**src/hdl/sfs_map.svh**
```systemverilog
`ifndef SFS_MAP_SVH
`define SFS_MAP_SVH

// command bytes
`define SFS_CMD_RD_STAT1   8'h05
`define SFS_CMD_RD_STAT2   8'h35
`define SFS_CMD_WR_STAT    8'h01
`define SFS_CMD_WR_EN      8'h06
`define SFS_CMD_WR_DIS     8'h04
`define SFS_CMD_PROGRAM    8'h02
`define SFS_CMD_ERASE      8'h20
`define SFS_CMD_SEC_ERASE  8'h44
`define SFS_CMD_SUSPEND    8'h75
`define SFS_CMD_RESUME     8'h7A

// first status byte fields
`define SFS_S1_READY_BUSY  0
`define SFS_S1_WEL         1
`define SFS_S1_BP_LO       2
`define SFS_S1_BP_HI       5
`define SFS_S1_QUAD_SINGLE 6
`define SFS_S1_LOCKOUT     7
`define SFS_S1_WR_MASK     8'hFC

// second status byte fields
`define SFS_S2_GUARD_HIGH  0
`define SFS_S2_QUAD        1
`define SFS_S2_PROG_PAUSE  2
`define SFS_S2_LOCK_LO     3
`define SFS_S2_LOCK_HI     5
`define SFS_S2_INVERT      6
`define SFS_S2_ERASE_PAUSE 7
`define SFS_S2_WR_MASK     8'h43
`define SFS_S2_LOCK_MASK   8'h38

// reset values
`define SFS_S1_RESET       8'h00
`define SFS_S2_RESET       8'h02

// internal operation time
`define SFS_CLK_NS         10
`define SFS_BUSY_NS        2000
`define SFS_BUSY_CYC       ((`SFS_BUSY_NS + `SFS_CLK_NS - 1) / `SFS_CLK_NS)

`endif

```
**src/hdl/sfs_pkg.sv**
```systemverilog
package sfs_pkg;

    typedef struct packed {
        logic       sck;
        logic       cs_n;
        logic [2:0] bit_cnt;
        logic [1:0] byte_cnt;
        logic [7:0] shift_in;
        logic [7:0] shift_out;
        logic [7:0] cmd;
        logic [7:0] arg;
        logic [7:0] stat1;
        logic [7:0] stat2;
        logic [15:0] busy_cnt;
        logic       op_erase;
        logic       miso;
        logic       miso_oe;
        logic       quad;
        logic       locked;
    } sfs_state_t;

    typedef struct packed {
        logic sck;
        logic cs_n;
        logic mosi;
        logic wp_n;
    } sfs_pins_t;

endpackage

```
**src/hdl/sfs_status_regs.sv**
```systemverilog
`include "sfs_map.svh"
`timescale 1ns/1ns
`default_nettype none

module sfs_status_regs
    import sfs_pkg::*;
#(
    parameter bit          DUAL_STATUS = 1'b1,
    parameter logic [15:0] BUSY_CYC    = 16'(`SFS_BUSY_CYC)
) (
    input  wire logic core_clk_i,
    input  wire logic reset_n_i,
    input  wire logic sck_i,
    input  wire logic cs_n_i,
    input  wire logic mosi_i,
    input  wire logic wp_n_i,
    output logic      miso_o,
    output logic      miso_oe_o,
    output logic      quad_io_o,
    output logic      array_locked_o
);

    sfs_state_t s_q;
    sfs_state_t s_d;
    sfs_pins_t  pin;

    assign pin = '{sck: sck_i, cs_n: cs_n_i, mosi: mosi_i, wp_n: wp_n_i};

    // byte returned for a status read
    function automatic logic [7:0] stat_view(input sfs_state_t s, input logic [7:0] c);
        stat_view = (c == `SFS_CMD_RD_STAT2 && DUAL_STATUS) ? s.stat2 : s.stat1;
    endfunction

    // protection of the main array
    function automatic logic prot_active(input logic [7:0] s1, input logic [7:0] s2);
        if (DUAL_STATUS) begin
            prot_active = (|s1[4:`SFS_S1_BP_LO]) ^ s2[`SFS_S2_INVERT];
        end else begin
            prot_active = |s1[`SFS_S1_BP_HI:`SFS_S1_BP_LO];
        end
    endfunction

    logic       rise;
    logic       fall;
    logic       frame_end;
    logic [7:0] byte_in;
    logic       is_read;
    logic       wr_allowed;

    assign rise       = !pin.cs_n && pin.sck && !s_q.sck;
    assign fall       = !pin.cs_n && !pin.sck && s_q.sck;
    assign frame_end  = pin.cs_n && !s_q.cs_n;
    assign byte_in    = {s_q.shift_in[6:0], pin.mosi};
    assign is_read    = s_q.cmd == `SFS_CMD_RD_STAT1 ||
                        (DUAL_STATUS && s_q.cmd == `SFS_CMD_RD_STAT2);
    // lockout guard holds while the protect pin is low and not a data line, or at any pin level once guard-high is set
    assign wr_allowed = s_q.stat1[`SFS_S1_WEL] &&
                        !(s_q.stat1[`SFS_S1_LOCKOUT] && !pin.wp_n && !s_q.quad) &&
                        !(DUAL_STATUS && s_q.stat2[`SFS_S2_GUARD_HIGH] &&
                          s_q.stat1[`SFS_S1_LOCKOUT]);

    always_comb begin
        s_d      = s_q;
        s_d.sck  = pin.sck;
        s_d.cs_n = pin.cs_n;

        // internal operation countdown
        if (s_q.stat1[`SFS_S1_READY_BUSY]) begin
            if (s_q.busy_cnt <= 16'h0001) begin
                s_d.busy_cnt                 = 16'h0000;
                s_d.stat1[`SFS_S1_READY_BUSY] = 1'b0;
                s_d.stat1[`SFS_S1_WEL]        = 1'b0;
            end else begin
                s_d.busy_cnt = s_q.busy_cnt - 16'h0001;
            end
        end

        if (pin.cs_n) begin
            s_d.bit_cnt  = 3'h0;
            s_d.byte_cnt = 2'h0;
            s_d.miso_oe  = 1'b0;
        end

        // mode 3: capture on rising, launch on falling
        if (rise) begin
            s_d.shift_in = byte_in;
            s_d.bit_cnt  = s_q.bit_cnt + 3'h1;
            if (s_q.bit_cnt == 3'h7) begin
                if (s_q.byte_cnt != 2'h3) begin
                    s_d.byte_cnt = s_q.byte_cnt + 2'h1;
                end
                case (s_q.byte_cnt)
                    2'h0: begin
                        s_d.cmd       = byte_in;
                        s_d.shift_out = stat_view(s_q, byte_in);
                    end
                    2'h1: begin
                        s_d.arg = byte_in;
                    end
                    2'h2: begin
                        if (s_q.cmd == `SFS_CMD_WR_STAT && DUAL_STATUS) begin
                            s_d.shift_in = byte_in;
                        end
                    end
                    default: begin
                    end
                endcase
            end
        end

        if (fall) begin
            if (s_q.byte_cnt == 2'h1 && is_read) begin
                s_d.miso_oe   = 1'b1;
                s_d.miso      = s_q.shift_out[7];
                s_d.shift_out = {s_q.shift_out[6:0], 1'b0};
            end else begin
                s_d.miso_oe = 1'b0;
            end
        end

        // commands act when the frame closes on a byte boundary
        if (frame_end && s_q.bit_cnt == 3'h0 && s_q.byte_cnt != 2'h0) begin
            case (s_q.cmd)
                `SFS_CMD_WR_EN: begin
                    if (!s_q.stat1[`SFS_S1_READY_BUSY]) begin
                        s_d.stat1[`SFS_S1_WEL] = 1'b1;
                    end
                end
                `SFS_CMD_WR_DIS: begin
                    if (!s_q.stat1[`SFS_S1_READY_BUSY]) begin
                        s_d.stat1[`SFS_S1_WEL] = 1'b0;
                    end
                end
                `SFS_CMD_WR_STAT: begin
                    if (!s_q.stat1[`SFS_S1_READY_BUSY] && wr_allowed &&
                        s_q.byte_cnt >= 2'h2) begin
                        s_d.stat1 = (s_q.stat1 & ~`SFS_S1_WR_MASK) |
                                    (s_q.arg & `SFS_S1_WR_MASK);
                        if (DUAL_STATUS && s_q.byte_cnt == 2'h3) begin
                            s_d.stat2 = (s_q.stat2 & ~`SFS_S2_WR_MASK) |
                                        (s_q.shift_in & `SFS_S2_WR_MASK) |
                                        (s_q.shift_in & `SFS_S2_LOCK_MASK);
                        end
                        s_d.stat1[`SFS_S1_WEL]        = 1'b1;
                        s_d.stat1[`SFS_S1_READY_BUSY] = 1'b1;
                        s_d.busy_cnt                  = BUSY_CYC;
                    end
                end
                `SFS_CMD_PROGRAM,
                `SFS_CMD_ERASE: begin
                    if (!s_q.stat1[`SFS_S1_READY_BUSY] && s_q.stat1[`SFS_S1_WEL] &&
                        !s_q.locked && !s_q.stat2[`SFS_S2_ERASE_PAUSE] &&
                        !s_q.stat2[`SFS_S2_PROG_PAUSE]) begin
                        s_d.stat1[`SFS_S1_READY_BUSY] = 1'b1;
                        s_d.busy_cnt                  = BUSY_CYC;
                        s_d.op_erase                  = s_q.cmd == `SFS_CMD_ERASE;
                    end else begin
                        s_d.stat1[`SFS_S1_WEL] = s_q.stat1[`SFS_S1_READY_BUSY] &
                                                 s_q.stat1[`SFS_S1_WEL];
                    end
                end
                `SFS_CMD_SEC_ERASE: begin
                    // page number travels in the argument byte, 1 to 3
                    if (DUAL_STATUS && !s_q.stat1[`SFS_S1_READY_BUSY] &&
                        s_q.stat1[`SFS_S1_WEL] && s_q.arg >= 8'h01 && s_q.arg <= 8'h03 &&
                        !s_q.stat2[`SFS_S2_LOCK_LO + 32'(s_q.arg[1:0]) - 1]) begin
                        s_d.stat1[`SFS_S1_READY_BUSY] = 1'b1;
                        s_d.busy_cnt                  = BUSY_CYC;
                        s_d.op_erase                  = 1'b1;
                    end
                end
                `SFS_CMD_SUSPEND: begin
                    if (DUAL_STATUS && s_q.stat1[`SFS_S1_READY_BUSY] &&
                        s_q.busy_cnt > 16'h0001) begin
                        s_d.stat1[`SFS_S1_READY_BUSY] = 1'b0;
                        s_d.busy_cnt                  = s_q.busy_cnt;
                        if (s_q.op_erase) begin
                            s_d.stat2[`SFS_S2_ERASE_PAUSE] = 1'b1;
                        end else begin
                            s_d.stat2[`SFS_S2_PROG_PAUSE] = 1'b1;
                        end
                    end
                end
                `SFS_CMD_RESUME: begin
                    if (s_q.stat2[`SFS_S2_ERASE_PAUSE] || s_q.stat2[`SFS_S2_PROG_PAUSE]) begin
                        s_d.stat2[`SFS_S2_ERASE_PAUSE] = 1'b0;
                        s_d.stat2[`SFS_S2_PROG_PAUSE]  = 1'b0;
                        s_d.stat1[`SFS_S1_READY_BUSY]  = 1'b1;
                    end
                end
                default: begin
                end
            endcase
        end

        s_d.quad   = DUAL_STATUS ? s_d.stat2[`SFS_S2_QUAD]
                                 : s_d.stat1[`SFS_S1_QUAD_SINGLE];
        s_d.locked = prot_active(s_d.stat1, s_d.stat2);
    end

    always_ff @(posedge core_clk_i or negedge reset_n_i) begin
        if (!reset_n_i) begin
            s_q       <= '0;
            s_q.sck   <= 1'b1;
            s_q.cs_n  <= 1'b1;
            s_q.stat1 <= `SFS_S1_RESET;
            s_q.stat2 <= DUAL_STATUS ? `SFS_S2_RESET : 8'h00;
            s_q.quad  <= DUAL_STATUS;
        end else begin
            s_q <= s_d;
        end
    end

    assign miso_o         = s_q.miso;
    assign miso_oe_o      = s_q.miso_oe;
    assign quad_io_o      = s_q.quad;
    assign array_locked_o = s_q.locked;
endmodule // sfs_status_regs

`default_nettype wire

```
**config.mk**
```make
export PLATFORM = sky130hd
export DESIGN_NAME = sfs_status_regs
export DESIGN_NICKNAME = d
export VERILOG_FILES = /design/src/hdl/sfs_pkg.sv /design/src/hdl/sfs_status_regs.sv
export VERILOG_INCLUDE_DIRS = /design/src /design/src/hdl
export SDC_FILE = /design/constraint.sdc
export NUM_CORES = 1
export LEC_CHECK = 0
export ABC_AREA = 0
export BUFFER_PORTS_ARGS = -buffer_cell sky130_fd_sc_hd__buf_2
export CAP_MARGIN = 25
export CORE_MARGIN = 2
export CORE_UTILIZATION = 55
export CTS_CLUSTER_DIAMETER = 200
export CTS_CLUSTER_SIZE = 30
export DETAILED_ROUTE_END_ITERATION = 8
export GPL_TIMING_DRIVEN = 0
export PLACE_DENSITY = 0.72
export SLEW_MARGIN = 20
export SYNTH_ARGS = -nofsm -noshare
export SYNTH_HDL_FRONTEND = slang
export SYNTH_SLANG_ARGS = --single-unit
export TNS_END_PERCENT = 50
```
**constraint.sdc**
```tcl
create_clock -name core_clk_i -period 5.3 [get_ports core_clk_i]
set_input_delay 1.06 -clock core_clk_i [delete_from_list [all_inputs] [get_ports core_clk_i]]
set_output_delay 1.06 -clock core_clk_i [all_outputs]
set_load 0.02 [all_outputs]
```
==> qor.yml <==
sta:
  maxSlewHeadroom: 0.459
  rsz0062_at_grt: "false"
  hold_viol_final: 0
  setup_violations: 0
  finalCriticalPeriod_ns: 3.22
  slew_viol_final: 0
  fin_skew_ns: 0.0117
  fmax_mhz: 311
  tns_ns: 0
  worstMarginPinSlew_ns: 0.810
  period_share: 0.607
synthesis:
  ys_ff_latch: 74
  synth_cell_types: 57
  synth_area_leader_cell: "dfrtp_1"
  synth-edff-count: 0
  syn_nets: 388
  synthFlopType: "dfrtp_1"
  synth_top_area_frac: 0.451
  netlist_instances: 373
  syn_area_um2: 3940
  yosysWarnings: 0
  avgSynthCellArea_um2: 10.6
  ys_top_cells_by_area: "dfrtp_1 45%, mux2_2 11%, o21ai_0 3.0%, ha_1 2.9%, nand2_1 2.6%"
  async_flop_share: 1.00
  ys_seq_area_frac: 0.471
global_routing:
  grt_pass1_wl_um: 14800
  antenna_found_initial: 0
  grt_max_degree: 45
  overflow: 0
  grt_pass1_vias: 2915
  grtUsageTotal: 0.247
setup_path:
  cp.arrival_ns: 3.46
  crit_required_ns: 5.54
  worstSetupEndpointType: "register"
  cp_max_fo: 10
  cp.buffers_inverters: 3
  crit_family: "simple AND/OR/NAND/NOR gates"
  crit_path_start_kind: "primary input"
  cpMostUsedCell: "clkbuf_1"
  critical_path_class: "in2reg"
  max_stage_delay_ns: 0.44
  path_cells: "buf_2 -> clkbuf_1 -> and4bb_2 -> nand2_1 -> or3_1 -> clkbuf_1 -> nor2_1 -> mux2_2"
  critPathSlowestCell: "nor2_1"
layout:
  nFillCells: 581
  drive_gt1_frac: 0.195
  syn_to_final_growth_pct: 10.8
  mostFrequentLayoutCells: "71 x dfrtp_1, 40 x mux2_2, 27 x nand2_1, 24 x o21ai_0, 23 x nor2_1"
  nets: 409
  num_antenna_cells: 0
  final_cells: 495
  layout_commonest_cell: "dfrtp_1"
  multiInputGateArea_um2: 2010
  ff_latch_area_um2: 1860
floorplan:
  io_pins: 10
  die-area_um2: 7860
  core_um2: 6870
  start_util: 0.574
  rows: 30
  fp.dieW_um: 88.7
  dieHeight_um: 88.7
place:
  globalplace.congestion: 0.925
  place_hpwl_um: 6380
  port_buffers: 9
  place_inst: 479
route:
  drt_iter0_markers: 257
  ant_nets: 0
  wirelength_um: 8820
  drc_errors: 0
  routedWlPerCell_um: 17.8
  vias_per_cell: 6.18
  dr.pass1.iters: 5
  vias: 3058
cts:
  cts_sinks: 74
  clk_latency_ns: 0.36
  cts_buffer_depth: 2
  cts_root_buffer: "clkbuf_8"
  cts_tree: "built"
  htree_num_levels: 3
  cts_resized: 0
  cts_setup_buffers: 0
  cts_buffers: 9
  hold_buffers: 0
  clk_pin_slew_ns: 0.08
run:
  maxCapViolations: 0
power_and_ir_drop:
  powerDensity_nw_per_um2: 273
  leakage_nw: 1.95
  peakVddDrop_uv: 250
hold_path:
  min_path_type: "reg2reg"
outcome:
  outcome: "finished, final reports clean"
-- cells in the mapped netlist, drive strengths merged (4+ instances only) --
cell and number:
nand2 27, or3 7, or4 8, nor2 23, nand4 8, inv 9
nand2b 6, mux2i 10, and3 4, a22oi 4, nor4b 4, xnor2 4
mux2 40, nand3 10, o21ai 24, nor3 11, o22ai 4, a21o 4
ha 9, nor2b 5, a21oi 16, o31ai 5, dfrtp 71, nor4 6
clkbuf 10
-- final cells by class --
cell class                      count  share of cell area
Clock inverter                      6              0.0218
Clock buffer                       10              0.0315
Inverter                            9             0.00773
Multi-Input combinational cell    279               0.460
Buffer                             11              0.0112
Tap cell                           96              0.0275
Timing Repair Buffer               10              0.0155
Sequential cell                    74               0.425
-- where the power goes --
group	switching, mW	internal [mW]
combinational	0.0244	0.0300
sequential	0.0428	0.589
clock	0.224	0.284
total	0.291	0.902
-- final timing paths --
path	startpoint	cells past startpoint	end	slack, ns
hold reg to reg	s_q[55]$_DFF_PN0_	1	s_q[56]$_DFF_PN0_	0.51
hold / removal	s_q[55]$_DFF_PN0_	1	s_q[56]$_DFF_PN0_	0.51
max in group asynchronous	reset_n_i	2	s_q[22]$_DFFE_PN1P_	4.05
setup / recovery	cs_n_i	8	s_q[21]$_DFFE_PN0P_	2.08
min in group asynchronous	reset_n_i	1	s_q[9]$_DFFE_PN0P_	0.63
setup reg to reg	s_q[15]$_DFFE_PN0P_	6	s_q[19]$_DFFE_PN0P_	2.36
-- logic make-up (layout without fill, tap and decap cells) --
kind of cell / Yosys count / count (layout) / synth area share
flops: 74 / 74 / 0.471
mux: 50 / 50 / 0.140
simple gates: 134 / 134 / 0.192
compound gates: 80 / 80 / 0.135
fa+ha+maj: 9 / 9 / 0.0286
buf+inv: 20 / 46 / 0.0209
xor+xnor: 6 / 6 / 0.0133
-- routing by layer --
layer | global-route usage | up-vias | wire length [µm]
met4 | 0.0895 | 0 | 127
met5 | 0 | - | 0
met2 | 0.350 | 97 | 3890
met1 | 0.376 | 1496 | 4350
met3 | 0.0457 | 14 | 447
li1 | - | 1451 | -
-- registers in the layout, indices dropped and copies added (netlist names) --
signal / count
array_locked_o: 1
miso_o: 1
s_q: 64
byte_in: 7
miso_oe_o: 1
-- metrics by stage --
step,hold slack (ns),util,power (mW),setup slack [ns],area (µm²)
3_5_place_dp,0.492,0.602,0.700,1.73,4140
3_3_place_gp,0.484,0.598,0.693,1.76,4110
2_1_floorplan,0.448,-,0.660,2.25,3940
5_1_grt,0.526,0.636,1.24,1.91,4370
4_1_cts,0.512,0.636,1.21,2.09,4370
6_report,0.511,0.636,1.19,2.08,4370
(Power assumes the default switching activity.)
